===== src/shared/peqc_pkg.sv =====
/*
 * Shared constants and types of the port egress queue control block:
 * register offsets, field positions, reset values, modes and carriers.
 * Assumes one instance per switch port; the port number is decoded upstream.
 */
package peqc_pkg;

    // Register offsets inside the port block (byte granular)
    localparam logic [11:0] OFS_TXQ_INDEX      = 12'h900;
    localparam logic [11:0] OFS_TXQ_INDEX_BYTE = 12'h903;
    localparam logic [11:0] OFS_VID_REPLACE    = 12'h904;
    localparam logic [11:0] OFS_SCHED_SHAPER   = 12'h914;
    localparam logic [11:0] OFS_WRR_WEIGHT     = 12'h915;
    localparam logic [11:0] OFS_CBS_HIGH       = 12'h916;
    localparam logic [11:0] OFS_CBS_LOW        = 12'h918;
    localparam logic [11:0] OFS_CBS_INCR       = 12'h91A;
    localparam logic [11:0] OFS_EGRESS_CFG     = 12'h920;

    // Field positions
    localparam int POS_QIDX       = 0;
    localparam int POS_VID_REPL   = 0;
    localparam int POS_SHAPER     = 4;
    localparam int POS_SCHED      = 6;
    localparam int POS_WEIGHT     = 0;
    localparam int POS_QCOUNT     = 0;
    localparam int POS_DBL_TAG    = 2;

    // Reset values
    localparam logic [1:0]  RST_QIDX      = 2'h0;
    localparam logic        RST_VID_REPL  = 1'b0;
    localparam logic [1:0]  RST_SCHED     = 2'h2;
    localparam logic [1:0]  RST_SHAPER    = 2'h0;
    localparam logic [6:0]  RST_WEIGHT    = 7'h01;
    localparam logic [15:0] RST_CBS_HIGH  = 16'h0534;
    localparam logic [15:0] RST_CBS_LOW   = 16'h05F2;
    localparam logic [15:0] RST_CBS_INCR  = 16'h2000;
    localparam logic [1:0]  RST_QCOUNT    = 2'h2;
    localparam logic        RST_DBL_TAG   = 1'b0;

    // Credit is kept in eighths of a byte
    localparam int          CREDIT_FRAC   = 3;
    localparam int          CREDIT_W      = 21;

    typedef enum logic [1:0] {
        PEQC_SCHED_STRICT = 2'b00,
        PEQC_SCHED_RSV1   = 2'b01,
        PEQC_SCHED_WRR    = 2'b10,
        PEQC_SCHED_RSV3   = 2'b11
    } peqc_sched_t;

    typedef enum logic [1:0] {
        PEQC_SHAPE_NONE = 2'b00,
        PEQC_SHAPE_CBS  = 2'b01,
        PEQC_SHAPE_RSV2 = 2'b10,
        PEQC_SHAPE_RSV3 = 2'b11
    } peqc_shaper_t;

    typedef enum logic [1:0] {
        PEQC_QCNT_ONE  = 2'b00,
        PEQC_QCNT_TWO  = 2'b01,
        PEQC_QCNT_FOUR = 2'b10,
        PEQC_QCNT_RSV  = 2'b11
    } peqc_qcount_t;

    typedef enum logic [1:0] {
        PEQC_FLD_SCHED_SHAPER = 2'b00,
        PEQC_FLD_WEIGHT       = 2'b01,
        PEQC_FLD_HIGH         = 2'b10,
        PEQC_FLD_LOW_INCR     = 2'b11
    } peqc_field_t;

    typedef enum logic [0:0] {
        PEQC_ST_IDLE = 1'b0,
        PEQC_ST_SEND = 1'b1
    } peqc_state_t;

    typedef struct packed {
        logic [1:0]  sched;
        logic [1:0]  shaper;
        logic [6:0]  weight;
        logic [15:0] high_mark;
        logic [15:0] low_mark;
        logic [15:0] incr;
    } peqc_qcfg_t;

    // Egress frame header as seen by the VID rewrite stage
    typedef struct packed {
        logic        valid;
        logic        has_outer;
        logic [11:0] inner_vid;
        logic [11:0] outer_vid;
    } peqc_hdr_t;

endpackage


===== src/hdl/peqc_top.sv =====
/*
 * Egress control of one switch port: queue index, VID replacement,
 * strict or weighted round robin scheduling and a credit based shaper.
 * Assumes a synchronous register port and a MAC that reports frame end.
 */
// Notes on behaviour
// Queue index bits 1:0 select indexed registers
// Software writes index before indexed access
// Index also reachable as byte at 0x903
// Replace nonzero VID with port default
// Double tagging replaces outer service tag
// Scheduler mode applies with two/four queues
// Code 00: strict priority, queue 3 highest
// Code 10 (reset): weighted round robin
// Software avoids reserved scheduler codes
// Shaper 00 none, 01 credit based
// Seven-bit weight, frames per visit, reset 1
// Weights ignored with a single queue
// Software never programs zero weight
// Suggested weights 8,4,2,1 for four queues
// High water mark bounds credit, reset 0x0534
// Low water mark bounds credit, reset 0x05F2
// Credit increment feeds shaper, reset 0x2000
// Send only with non-negative clamped credit
`timescale 1ns/1ns
module peqc_top #(
    parameter int NQ = 4
) (
    // Clock and reset
    input  wire logic                  i_mclk,
    input  wire logic                  i_rst_n,
    // Register port
    input  wire logic [11:0]           i_addr,
    input  wire logic [31:0]           i_wdata,
    input  wire logic                  i_wr,
    input  wire logic                  i_rd,
    output logic [31:0]                o_rdata,
    // Queue state from the buffer manager
    input  wire logic [3:0]            i_q_pending,
    input  wire logic                  i_tx_ready,
    input  wire logic                  i_tx_byte,
    input  wire logic                  i_frame_done,
    input  wire logic                  i_credit_tick,
    // Transmit grant
    output logic                       o_grant,
    output logic [1:0]                 o_grant_queue,
    output logic                       o_sending,
    // Egress header rewrite
    input  wire logic [11:0]           i_port_default_vlan_id,
    input  wire peqc_pkg::peqc_hdr_t   i_hdr,
    output peqc_pkg::peqc_hdr_t        o_hdr
);

    initial begin
        if (NQ != 4) begin
            $error("peqc_top: scheduler is built for four queues");
        end
    end

    localparam int CW = peqc_pkg::CREDIT_W;

    // Register state
    logic [1:0]  qidx_q, qidx_d;
    logic        vid_repl_q, vid_repl_d;
    logic [1:0]  qcount_q, qcount_d;
    logic        dbl_tag_q, dbl_tag_d;
    logic [31:0] rdata_q, rdata_d;

    // Bank write port
    logic                   bank_we;
    peqc_pkg::peqc_field_t  bank_field;
    logic                   bank_upper;
    peqc_pkg::peqc_qcfg_t   cfg [NQ];

    peqc_qcfg_bank #(
        .NQ      (NQ)
    ) u_bank (
        .i_mclk  (i_mclk),
        .i_rst_n (i_rst_n),
        .i_we    (bank_we),
        .i_queue (qidx_q),
        .i_field (bank_field),
        .i_upper (bank_upper),
        .i_wdata (i_wdata[15:0]),
        .o_cfg   (cfg)
    );

    // Register decode
    always_comb begin
        qidx_d     = qidx_q;
        vid_repl_d = vid_repl_q;
        qcount_d   = qcount_q;
        dbl_tag_d  = dbl_tag_q;
        rdata_d    = 32'h0000_0000;
        bank_we    = 1'b0;
        bank_field = peqc_pkg::PEQC_FLD_SCHED_SHAPER;
        bank_upper = 1'b0;
        if (i_wr) begin
            if (i_addr == peqc_pkg::OFS_TXQ_INDEX || i_addr == peqc_pkg::OFS_TXQ_INDEX_BYTE) begin
                qidx_d = i_wdata[peqc_pkg::POS_QIDX +: 2];
            end else if (i_addr == peqc_pkg::OFS_VID_REPLACE) begin
                vid_repl_d = i_wdata[peqc_pkg::POS_VID_REPL];
            end else if (i_addr == peqc_pkg::OFS_EGRESS_CFG) begin
                qcount_d  = i_wdata[peqc_pkg::POS_QCOUNT +: 2];
                dbl_tag_d = i_wdata[peqc_pkg::POS_DBL_TAG];
            end else if (i_addr == peqc_pkg::OFS_SCHED_SHAPER) begin
                bank_we    = 1'b1;
                bank_field = peqc_pkg::PEQC_FLD_SCHED_SHAPER;
            end else if (i_addr == peqc_pkg::OFS_WRR_WEIGHT) begin
                bank_we    = 1'b1;
                bank_field = peqc_pkg::PEQC_FLD_WEIGHT;
            end else if (i_addr == peqc_pkg::OFS_CBS_HIGH) begin
                bank_we    = 1'b1;
                bank_field = peqc_pkg::PEQC_FLD_HIGH;
            end else if (i_addr == peqc_pkg::OFS_CBS_LOW) begin
                bank_we    = 1'b1;
                bank_field = peqc_pkg::PEQC_FLD_LOW_INCR;
            end else if (i_addr == peqc_pkg::OFS_CBS_INCR) begin
                bank_we    = 1'b1;
                bank_field = peqc_pkg::PEQC_FLD_LOW_INCR;
                bank_upper = 1'b1;
            end
        end
        if (i_rd) begin
            if (i_addr == peqc_pkg::OFS_TXQ_INDEX || i_addr == peqc_pkg::OFS_TXQ_INDEX_BYTE) begin
                rdata_d[peqc_pkg::POS_QIDX +: 2] = qidx_q;
            end else if (i_addr == peqc_pkg::OFS_VID_REPLACE) begin
                rdata_d[peqc_pkg::POS_VID_REPL] = vid_repl_q;
            end else if (i_addr == peqc_pkg::OFS_EGRESS_CFG) begin
                rdata_d[peqc_pkg::POS_QCOUNT +: 2] = qcount_q;
                rdata_d[peqc_pkg::POS_DBL_TAG]     = dbl_tag_q;
            end else if (i_addr == peqc_pkg::OFS_SCHED_SHAPER) begin
                rdata_d[peqc_pkg::POS_SCHED +: 2]  = cfg[qidx_q].sched;
                rdata_d[peqc_pkg::POS_SHAPER +: 2] = cfg[qidx_q].shaper;
            end else if (i_addr == peqc_pkg::OFS_WRR_WEIGHT) begin
                rdata_d[peqc_pkg::POS_WEIGHT +: 7] = cfg[qidx_q].weight;
            end else if (i_addr == peqc_pkg::OFS_CBS_HIGH) begin
                rdata_d[15:0] = cfg[qidx_q].high_mark;
            end else if (i_addr == peqc_pkg::OFS_CBS_LOW) begin
                rdata_d[15:0] = cfg[qidx_q].low_mark;
            end else if (i_addr == peqc_pkg::OFS_CBS_INCR) begin
                rdata_d[15:0] = cfg[qidx_q].incr;
            end
        end
    end

    always_ff @(posedge i_mclk or negedge i_rst_n) begin
        if (!i_rst_n) begin
            qidx_q     <= peqc_pkg::RST_QIDX;
            vid_repl_q <= peqc_pkg::RST_VID_REPL;
            qcount_q   <= peqc_pkg::RST_QCOUNT;
            dbl_tag_q  <= peqc_pkg::RST_DBL_TAG;
            rdata_q    <= 32'h0000_0000;
        end else begin
            qidx_q     <= qidx_d;
            vid_repl_q <= vid_repl_d;
            qcount_q   <= qcount_d;
            dbl_tag_q  <= dbl_tag_d;
            rdata_q    <= rdata_d;
        end
    end

    assign o_rdata = rdata_q;

    // VID rewrite stage
    peqc_pkg::peqc_hdr_t hdr_q, hdr_d;

    always_comb begin
        hdr_d = i_hdr;
        if (vid_repl_q && i_hdr.valid) begin
            if (dbl_tag_q && i_hdr.has_outer) begin
                if (i_hdr.outer_vid != 12'h000) begin
                    hdr_d.outer_vid = i_port_default_vlan_id;
                end
            end else if (i_hdr.inner_vid != 12'h000) begin
                hdr_d.inner_vid = i_port_default_vlan_id;
            end
        end
    end

    always_ff @(posedge i_mclk or negedge i_rst_n) begin
        if (!i_rst_n) begin
            hdr_q <= '0;
        end else begin
            hdr_q <= hdr_d;
        end
    end

    assign o_hdr = hdr_q;

    // Credit based shaper, credit in eighths of a byte
    logic signed [CW-1:0] credit_q [NQ];
    logic signed [CW-1:0] credit_d [NQ];
    logic [1:0]           cur_q, cur_d;
    peqc_pkg::peqc_state_t state_q, state_d;

    always_comb begin
        for (int q = 0; q < NQ; q++) begin
            logic signed [CW-1:0] hi;
            logic signed [CW-1:0] lo;
            logic signed [CW-1:0] nxt;
            hi  = CW'({cfg[q].high_mark, 3'h0});
            lo  = -CW'({cfg[q].low_mark, 3'h0});
            nxt = credit_q[q];
            if (cfg[q].shaper != peqc_pkg::PEQC_SHAPE_CBS) begin
                nxt = '0;
            end else if (i_tx_byte && state_q == peqc_pkg::PEQC_ST_SEND && cur_q == 2'(q)) begin
                nxt = credit_q[q] - CW'(1 << peqc_pkg::CREDIT_FRAC);
            end else if (i_credit_tick && i_q_pending[q]) begin
                nxt = credit_q[q] + CW'(cfg[q].incr);
            end
            if (nxt > hi) begin
                nxt = hi;
            end else if (nxt < lo) begin
                nxt = lo;
            end
            credit_d[q] = nxt;
        end
    end

    always_ff @(posedge i_mclk or negedge i_rst_n) begin
        if (!i_rst_n) begin
            for (int q = 0; q < NQ; q++) begin
                credit_q[q] <= '0;
            end
        end else begin
            credit_q <= credit_d;
        end
    end

    // Scheduler
    logic [3:0] enabled;
    logic [3:0] elig;
    logic [6:0] wcnt_q, wcnt_d;
    logic       grant_q, grant_d;
    logic [1:0] gq_q;

    always_comb begin
        logic       found;
        logic [1:0] idx;
        logic [6:0] w;
        found   = 1'b0;
        idx     = 2'h0;
        w       = (cfg[cur_q].weight == 7'h00) ? 7'h01 : cfg[cur_q].weight;
        case (qcount_q)
            peqc_pkg::PEQC_QCNT_ONE: enabled = 4'h1;
            peqc_pkg::PEQC_QCNT_TWO: enabled = 4'h3;
            default:                 enabled = 4'hF;
        endcase
        for (int q = 0; q < NQ; q++) begin
            elig[q] = i_q_pending[q] && enabled[q] &&
                      (cfg[q].shaper != peqc_pkg::PEQC_SHAPE_CBS || !credit_q[q][CW-1]);
        end
        state_d = state_q;
        cur_d   = cur_q;
        wcnt_d  = wcnt_q;
        grant_d = 1'b0;
        case (state_q)
            peqc_pkg::PEQC_ST_IDLE: begin
                if (i_tx_ready && elig != 4'h0) begin
                    if (qcount_q == peqc_pkg::PEQC_QCNT_ONE) begin
                        cur_d = 2'h0;
                    end else if (cfg[0].sched == peqc_pkg::PEQC_SCHED_STRICT) begin
                        for (int k = 0; k < NQ; k++) begin
                            if (elig[k]) begin
                                cur_d = 2'(k);
                            end
                        end
                    end else if (elig[cur_q] && wcnt_q < w) begin
                        wcnt_d = wcnt_q + 7'h01;
                    end else begin
                        for (int k = 1; k <= NQ; k++) begin
                            idx = cur_q - 2'(k);
                            if (!found && elig[idx]) begin
                                found = 1'b1;
                                cur_d = idx;
                            end
                        end
                        wcnt_d = 7'h01;
                    end
                    grant_d = 1'b1;
                    state_d = peqc_pkg::PEQC_ST_SEND;
                end
            end
            default: begin
                if (i_frame_done) begin
                    state_d = peqc_pkg::PEQC_ST_IDLE;
                end
            end
        endcase
    end

    always_ff @(posedge i_mclk or negedge i_rst_n) begin
        if (!i_rst_n) begin
            state_q <= peqc_pkg::PEQC_ST_IDLE;
            cur_q   <= 2'h0;
            wcnt_q  <= 7'h00;
            grant_q <= 1'b0;
            gq_q    <= 2'h0;
        end else begin
            state_q <= state_d;
            cur_q   <= cur_d;
            wcnt_q  <= wcnt_d;
            grant_q <= grant_d;
            gq_q    <= cur_d;
        end
    end

    assign o_grant       = grant_q;
    assign o_grant_queue = gq_q;
    assign o_sending     = (state_q == peqc_pkg::PEQC_ST_SEND);

endmodule


===== src/hdl/peqc_qcfg_bank.sv =====
/*
 * Per-queue configuration store: one entry per transmit queue, written
 * through a queue number and field selector, all entries visible at once.
 * Assumes the caller presents at most one write per cycle.
 */
`timescale 1ns/1ns
module peqc_qcfg_bank #(
    parameter int NQ = 4
) (
    // Clock and reset
    input  wire logic                     i_mclk,
    input  wire logic                     i_rst_n,
    // Write port
    input  wire logic                     i_we,
    input  wire logic [1:0]               i_queue,
    input  wire peqc_pkg::peqc_field_t    i_field,
    input  wire logic                     i_upper,
    input  wire logic [15:0]              i_wdata,
    // Stored settings
    output peqc_pkg::peqc_qcfg_t          o_cfg [NQ]
);

    initial begin
        if (NQ < 1 || NQ > 4) begin
            $error("peqc_qcfg_bank: NQ must be 1 to 4");
        end
    end

    peqc_pkg::peqc_qcfg_t cfg_q [NQ];
    peqc_pkg::peqc_qcfg_t cfg_d [NQ];

    always_comb begin
        for (int q = 0; q < NQ; q++) begin
            cfg_d[q] = cfg_q[q];
            if (i_we && (i_queue == 2'(q))) begin
                case (i_field)
                    peqc_pkg::PEQC_FLD_SCHED_SHAPER: begin
                        cfg_d[q].sched  = i_wdata[peqc_pkg::POS_SCHED +: 2];
                        cfg_d[q].shaper = i_wdata[peqc_pkg::POS_SHAPER +: 2];
                    end
                    peqc_pkg::PEQC_FLD_WEIGHT: begin
                        cfg_d[q].weight = i_wdata[peqc_pkg::POS_WEIGHT +: 7];
                    end
                    peqc_pkg::PEQC_FLD_HIGH: begin
                        cfg_d[q].high_mark = i_wdata;
                    end
                    default: begin
                        if (i_upper) begin
                            cfg_d[q].incr = i_wdata;
                        end else begin
                            cfg_d[q].low_mark = i_wdata;
                        end
                    end
                endcase
            end
        end
    end

    always_ff @(posedge i_mclk or negedge i_rst_n) begin
        if (!i_rst_n) begin
            for (int q = 0; q < NQ; q++) begin
                cfg_q[q].sched     <= peqc_pkg::RST_SCHED;
                cfg_q[q].shaper    <= peqc_pkg::RST_SHAPER;
                cfg_q[q].weight    <= peqc_pkg::RST_WEIGHT;
                cfg_q[q].high_mark <= peqc_pkg::RST_CBS_HIGH;
                cfg_q[q].low_mark  <= peqc_pkg::RST_CBS_LOW;
                cfg_q[q].incr      <= peqc_pkg::RST_CBS_INCR;
            end
        end else begin
            cfg_q <= cfg_d;
        end
    end

    assign o_cfg = cfg_q;

endmodule


===== config.mk =====
export PLATFORM = sky130hd
export DESIGN_NAME = peqc_top
export DESIGN_NICKNAME = d
export VERILOG_FILES = /design/src/shared/peqc_pkg.sv /design/src/hdl/peqc_top.sv /design/src/hdl/peqc_qcfg_bank.sv
export SDC_FILE = /design/constraint.sdc
export NUM_CORES = 1
export LEC_CHECK = 0
export ABC_AREA = 1
export BUFFER_PORTS_ARGS = -buffer_cell sky130_fd_sc_hd__clkbuf_2
export CAP_MARGIN = 20
export CORE_UTILIZATION = 60
export DETAILED_ROUTE_END_ITERATION = 8
export HOLD_SLACK_MARGIN = 0.08
export PLACE_DENSITY = 0.89
export RECOVER_POWER = 25
export SYNTH_ARGS = -nofsm -noshare
export SYNTH_HDL_FRONTEND = slang
export SYNTH_SLANG_ARGS = --single-unit

===== constraint.sdc =====
create_clock -name i_mclk -period 9.3 [get_ports i_mclk]
set_input_delay 1.86 -clock i_mclk [delete_from_list [all_inputs] [get_ports i_mclk]]
set_output_delay 1.86 -clock i_mclk [all_outputs]
set_load 0.03 [all_outputs]

* Word-level counts from Yosys, hierarchy flattened
Cells that the tools add are included.
** Word-level totals
- Register bits after elaboration :: 379
- Bits in latches :: 0
- Bits in writable memories :: 0
- ROM bits :: 0
- Bits of input ports :: 94
- Output and inout port bits :: 62
- Word-level logic and storage cells :: 309
- Memories :: 0
** Cells by class
- $add $sub $neg :: 16
- Multiply operators :: 0
- Div/mod/pow operators :: 0
- $lt $le $gt $ge :: 15
- Eq/ne operators :: 25
- Shifts and indexed selects :: 0
- Mux-type cells :: 127
- Bitwise logic cells :: 9
- Reduce and logical (&&, ||, !) cells :: 76
** Operator list (count)
- $mux 21 :: 20
- $bmux 59 s2 :: 2
- $mux 16 :: 10
- $mux 59 :: 2
- $mux 55 :: 2
- $eq 12x12->1 const B :: 9
- $add 21x16->21 :: 4
- $gt 21x20->1 :: 4
- $lt 21x21->1 :: 4
- $neg 19->21 :: 4
- $sub 21x5->21 const B :: 4
- $mux 7 :: 8
- $mux 12 :: 4
- $mux 1 :: 44
- $mux 2 :: 21
- $logic_and 1x1->1 :: 28
- $reduce_and 3->1 :: 9
- $reduce_and 2->1 :: 13
- $mux 24 :: 1
- $reduce_bool 12->1 :: 2
- $mux 15 :: 1
- $mux 14 :: 1
- $mux 13 :: 1
- $lt 2x3->1 const B :: 4
- 27 further kinds :: 66

* Logic depth before layout (Yosys ltp)
Gate-level depths: netlist of run 1.
- Depth after elaboration :: 35
- Depth in mapped cells :: 31
- Depth with buffers taken out :: 30

* By module
A second synthesis of run 1 with hierarchy kept.
** Unflattened totals
- Cell total of the unflattened synthesis :: 4625
- Area, all modules :: 30521.8 um2
** By module, submodules not included
- peqc_top :: instances 1, cells each 3560, area each 21260.4 um2
- peqc_qcfg_bank :: instances 1, cells each 1065, area each 9261.4 um2

* Worst setup path after synthesis of run 1
Ideal clock, no wire load.
- Path kind :: input to register
- From :: input port i_tx_byte
- To :: register credit_q[39] in the netlist's numbering
- Library setup time :: 0.117 ns
- Arrival :: 4.741 ns
- Required time :: 9.183 ns
- Path slack :: 4.442 ns
- Stages :: 24
- Cell sequence :: nand2_1 -> inv_2 -> nand2_1 -> clkbuf_1 -> nor4_1 -> o22ai_1 -> inv_1 -> nand3_1 -> nand3_2 -> buf_2 -> inv_1 -> ha_1 -> nand2_1 -> inv_1 -> o21ai_0 -> nand2_1 -> nor2_1 -> nand3_1 -> or2_2 -> nand2_1 -> clkbuf_1 -> o21ai_0 -> nand2_1 -> nand2_1
** RTL lines
- from (decl) :: RTL line peqc_top.sv:41 : input wire logic i_tx_byte,
- to (signal assigned) :: RTL line peqc_top.sv:227 : credit_q <= credit_d;
- to (decl) :: RTL line peqc_top.sv:192 : logic signed [CW-1:0] credit_q [NQ];

==> results.cfg, run 1 <==
[run_status]
outcome = complete, but fails checks
failed_checks = capacitance limit, slew limit

[routing]
drtIter0Drc = 3752
drc = 0
vias = 30100
drt_first_pass_iters = 6
wl_per_cell_um = 20.0
drt-vias-per-instance = 6.11
final_antenna_net_count = 0
wirelength_um = 98800

[sta]
relSlewSlack_pct = -214
fin_crit_sh_pct = 69.4
slew_viol_final = 148
hold_violations = 0
period_minus_slack_ps = 6460
timing.fmax_mhz = 155
worst_slew_pin_slew_ps = 4710
setup_violations = 0
setup-tns-final_ps = 0
rsz0062_at_grt = false
skew_ps = 34.5

[synthesis]
synth.yosys.seq_area_share_pct = 32.0
synth_area_leader_cell = dfrtp_1
yosysUniqueCellTypes = 69
synth_edf_count = 0
async_flop_share_pct = 100
syn_inst = 4197
synthTopCellsByArea = dfrtp_1 27%, nand2_1 14%, ha_1 9.0%
synth_top_flop_cell = dfrtp_1
ys_seq_elements = 379
post-synth-top-count-cell = nand2_1
ys_top_cells_by_count = 1114 x nand2_1, 459 x inv_1, 318 x dfrtp_1, 310 x nor2_1, 278 x o21ai_0
syn_area_um2 = 29800
avgSynthCellArea_um2 = 7.11
ys_warn_count = 0
yosys.area.top_type_share_pct = 26.7

[cts]
ctsLongestPathBuffers = 3
insertion_delay_ps = 630
path_clk_slew_ps = 60
numCtsBuffers = 42
cts_tree = yes
h-tree-depth = 2
post_cts_buffers = 0
cts_hold_buf = 0
cts_resized = 0
cts_root_buf = clkbuf_16
cts_sinks = 379

[setup_path]
worstPathCellList = clkbuf_1, clkbuf_2
start_kind = input port
crit_family = buffers and inverters
crit_slowest_cell = clkbuf_1
worstPathArrival_ps = 6860
crit_start = i_rst_n
crit_fanout = 80
cp_data_required_time_ps = 9700
timing.critical_path.buf_inv = 2
max_stage_delay_ps = 3220
crit_type = in2async
r2r_start = o_grant_queue[0]
worstSetupEndpointType = async pin

[global_route]
grt-ovfl-total = 0
grt_pass1_wl_um = 153000
antenna_found_initial = 1
track_usage_pct = 39.1
grt_pass1_vias = 28000
grt_max_degree = 155

[placed_design]
gp_routability_congestion = 1.02
dp_hpwl_um = 73500
dp.cells = 4847
port_buffers = 123

[hold_path]
min_from = u_bank.o_cfg[96]
hold_class = reg2reg

[pwr]
power.leakage_nw = 16.1
ir_worst_vdd_mv = 0.195
p_per_area_nw_per_um2 = 117

[floorplanning]
die_w_um = 225
row_count = 81
pin_count = 156
die_h_um = 225
initial_core_util_pct = 60.9
die_area_um2 = 50600
core-area_um2 = 49000

[layout]
antenna_cells = 0
drive_gt1_share_pct = 11.0
syn_to_final_growth_pct = 7.39
fin_nets = 4542
stdcell_count = 4927

[job]
maxCapViolCount = 2
[where the power goes]
group	total (mW)	switching, mW	internal, mW	leakage (nW)
clock	1.88	0.789	1.09	0.745
sequential	1.66	0.00349	1.66	5.00
combinational	0.212	0.168	0.0436	10.4
[state kept, by name, indices dropped and copies added (netlist names), 2 cells and up]
signal / flops
o_grant_queue: 2
u_bank.o_cfg: 236
qcount_q: 2
credit_q: 84
qidx_q: 2
o_hdr: 26
o_rdata: 16
wcnt_q: 7
[logic make-up after synthesis]
kind of cell / Yosys count / synth area share (%)
flops: 379 / 32.0
simple gates: 1979 / 29.9
fa+ha+maj: 219 / 9.29
buf+inv: 646 / 9.42
compound gates: 903 / 17.3
other cells: 1 / 0.0126
xor+xnor: 70 / 2.06
[cells in the final DEF (no fill, tap or decap), types with 16 or more instances in the layout]
| cell | instances |
|---|---|
| nor2_1 | 311 |
| o21ai_2 | 40 |
| ha_1 | 215 |
| clkbuf_16 | 42 |
| nand2_4 | 20 |
| a22oi_1 | 18 |
| or2_2 | 23 |
| a221oi_1 | 21 |
| nand3_1 | 277 |
| o21ai_1 | 202 |
| conb_1 | 16 |
| inv_1 | 459 |
| nand4_1 | 53 |
| a21oi_1 | 180 |
| xor2_1 | 57 |
| dfstp_2 | 61 |
| inv_2 | 20 |
| dfrtp_1 | 318 |
| clkbuf_2 | 122 |
| nor3_1 | 44 |
| o21ai_0 | 278 |
| o22ai_1 | 62 |
| nand2_2 | 29 |
| nand2_1 | 1114 |
[area by class of cell]
class	count	area [um^2]
multi-input combinational	3187	17500
fill	4184	16900
sequential	379	9560
inverter	481	1810
clock buffer	53	1150
tap	664	831
timing repair buffer	138	779
clock inverter	25	397
[worst paths after layout]
| path | depth (start not counted) | end | slack [ps] |
|---|---|---|---|
| setup / recovery | 2 | credit_q[2] | 2840 |
| hold / removal | 2 | u_bank.o_cfg[96] | 480 |
| setup reg to reg | 23 | credit_q[21] | 3400 |
| hold reg to reg | 2 | u_bank.o_cfg[96] | 480 |
| max in group i_mclk | 21 | credit_q[21] | 2930 |
| min in group asynchronous | 1 | u_bank.o_cfg[125] | 2950 |
[metrics by stage]
| step | cell area, um^2 | setup slack (ps) | total power [mW] | util [%] | hold slack, ps |
|---|---|---|---|---|---|
| finish | 32000 | 2840 | 3.75 | 65.4 | 484 |
| global route | 32000 | 1870 | 3.83 | 65.4 | 501 |
| CTS | 32000 | 3070 | 3.74 | 65.4 | 484 |
| global placement | 30400 | 2520 | 1.89 | 62.2 | 469 |
| detailed placement | 30500 | 2470 | 1.90 | 62.2 | 475 |
| floorplan | 29900 | 4440 | 1.80 | - | 454 |
[routing by layer]
metal / share of wire, % / up-vias / GRT usage [%]
met2: 43 / 1780 / 60.3
met4: 6.2 / 0 / 20.5
met5: 0 / - / 0
li1: - / 14000 / -
met1: 39 / 13900 / 50.1
met3: 12 / 380 / 10.7
Power figures use the tool's default switching activity.
==> run 2, diff against run 1 <==
==> constraint.sdc (replaced) <==
create_clock -name i_mclk -period 6.6 [get_ports i_mclk]
set_input_delay 1.32 -clock i_mclk [delete_from_list [all_inputs] [get_ports i_mclk]]
set_output_delay 1.32 -clock i_mclk [all_outputs]
set_load 0.03 [all_outputs]
==> results.cfg, run 2 (same netlist as run 1, synthesis figures left out) <==
[run_status]
failed_checks = capacitance limit, slew limit
outcome = complete, but fails checks

[global_route]
grt_pass1_wl_um = 154000
grt_max_degree = 167
grt_pass1_vias = 27200
antenna_found_initial = 4
grt-ovfl-total = 0
track_usage_pct = 39.4

[floorplanning]
row_count = 81
die_w_um = 225
die_area_um2 = 50600
initial_core_util_pct = 60.9
die_h_um = 225
core-area_um2 = 49000
pin_count = 156

[pwr]
ir_worst_vdd_mv = 0.195
p_total_mw = 5.34
p_per_area_nw_per_um2 = 166
power.leakage_nw = 16.2

[cts]
post_cts_buffers = 0
cts_resized = 0
cts_sinks = 379
insertion_delay_ps = 600
path_clk_slew_ps = 60
cts_tree = yes
cts_hold_buf = 0
numCtsBuffers = 43
cts_root_buf = clkbuf_16
ctsLongestPathBuffers = 3
h-tree-depth = 2

[setup_path]
crit_fanout = 24
worstRegToRegCells = 20
cp_data_required_time_ps = 7070
start_kind = flop
r2r_start = o_grant_queue[0]
reg2reg_to = credit_q[40]
rrSetupSlack_ps = 1320
crit_type = reg2reg
crit_start = o_grant_queue[0]
endpoint = credit_q[40]
worstSetupEndpointType = flop
worstPathArrival_ps = 5760

[routing]
drtIter0Drc = 3601
drt_first_pass_iters = 6
wirelength_um = 99700
drt-vias-per-instance = 6.00
wl_per_cell_um = 20.2
vias = 29600
drc = 0
final_antenna_net_count = 0

[placed_design]
dp.cells = 4855
gp_routability_congestion = 0.996
port_buffers = 123
placed_area_um2 = 30500
dp_hpwl_um = 75100

[layout]
final_cell_mix = 1114 x nand2_1, 459 x inv_1, 318 x dfrtp_1
largest_reg_flops = 236
final_common_cell = nand2_1
fin_nets = 4551
drive_gt1_share_pct = 11.1
n_fill_cell = 4325
syn_to_final_growth_pct = 7.64
fin_area_um2 = 32100
stdcell_count = 4938

[sta]
setup_violations = 0
setup-tns-final_ps = 0
skew_ps = 19.4
relSlewSlack_pct = -91.1
slew_viol_final = 106
period_minus_slack_ps = 5280
rsz0062_at_grt = false
whs_ps = 483
hold_violations = 0
worst_slew_pin_slew_ps = 2870
fin_crit_sh_pct = 80.1
timing.fmax_mhz = 189

[hold_path]
min_from = u_bank.o_cfg[96]
hold_class = reg2reg

[job]
maxCapViolCount = 1
-- run 2: cell types whose count changed in the layout (fill, tap and decap cells not counted), sizes merged --
cell,delta
clkinv,-4
clkbuf,+6
diode,+1
bufinv,+1
buf,+9
clkinvlp,-2
-- run 2: layer usage --
metal,track usage [%],routed length (um)
met1,53.1,40200
met2,60.9,43900
met3,8.75,10900
met4,17.2,4720
met5,0,27
-- run 2: worst min-delay path by stage --
| stage | cells past startpoint | to |
|---|---|---|
| floorplan | 2 | u_bank.o_cfg[116] |
| global placement | 2 | u_bank.o_cfg[36] |
| detailed placement | 2 | u_bank.o_cfg[152] |
| CTS | 2 | u_bank.o_cfg[96] |
| global route | 2 | u_bank.o_cfg[37] |
| finish | 2 | u_bank.o_cfg[96] |
-- run 2: worst max-delay path, cell delays in order, from the launching register on --
cell and delay, ps:
dfrtp_1 910, inv_2 350, ha_1 310, nand2_1 320, inv_1 320, nand2_1 140, nand2_1 50, a31oi_1 430
ha_1 330, nand2_1 100, nor2_1 50, o21ai_0 220, nand3_1 140, nand2_1 80, nand3_1 110, or2_2 300
nand2_1 350, inv_1 240, o21ai_0 140, o21ai_0 100, and2_1 160
-- run 2: stage by stage --
step	util, %	setup WS [ps]
2_1_floorplan	-	2280
3_3_place_gp	62.4	1220
3_5_place_dp	62.4	1090
4_1_cts	65.6	1520
5_1_grt	65.6	935
6_report	65.6	1320
-- run 2: layout make-up --
class                      instances  area (um^2)  share of cell area (%)
multi-input combinational       3187        17500                    54.5
antenna                            1         2.50                 0.00779
timing repair buffer             146          832                    2.59
clock buffer                      60         1240                    3.87
tap                              664          831                    2.59
sequential                       379         9560                    29.8
inverter                         481         1810                    5.62
clock inverter                    20          335                    1.04
-- run 2: power breakdown --
| group | internal, mW | switching (mW) | total [mW] |
|---|---|---|---|
| clock network | 1.64 | 1.07 | 2.70 |
| registers | 2.34 | 0.00510 | 2.34 |
| logic | 0.0611 | 0.239 | 0.300 |
| total | 4.03 | 1.31 | 5.34 |
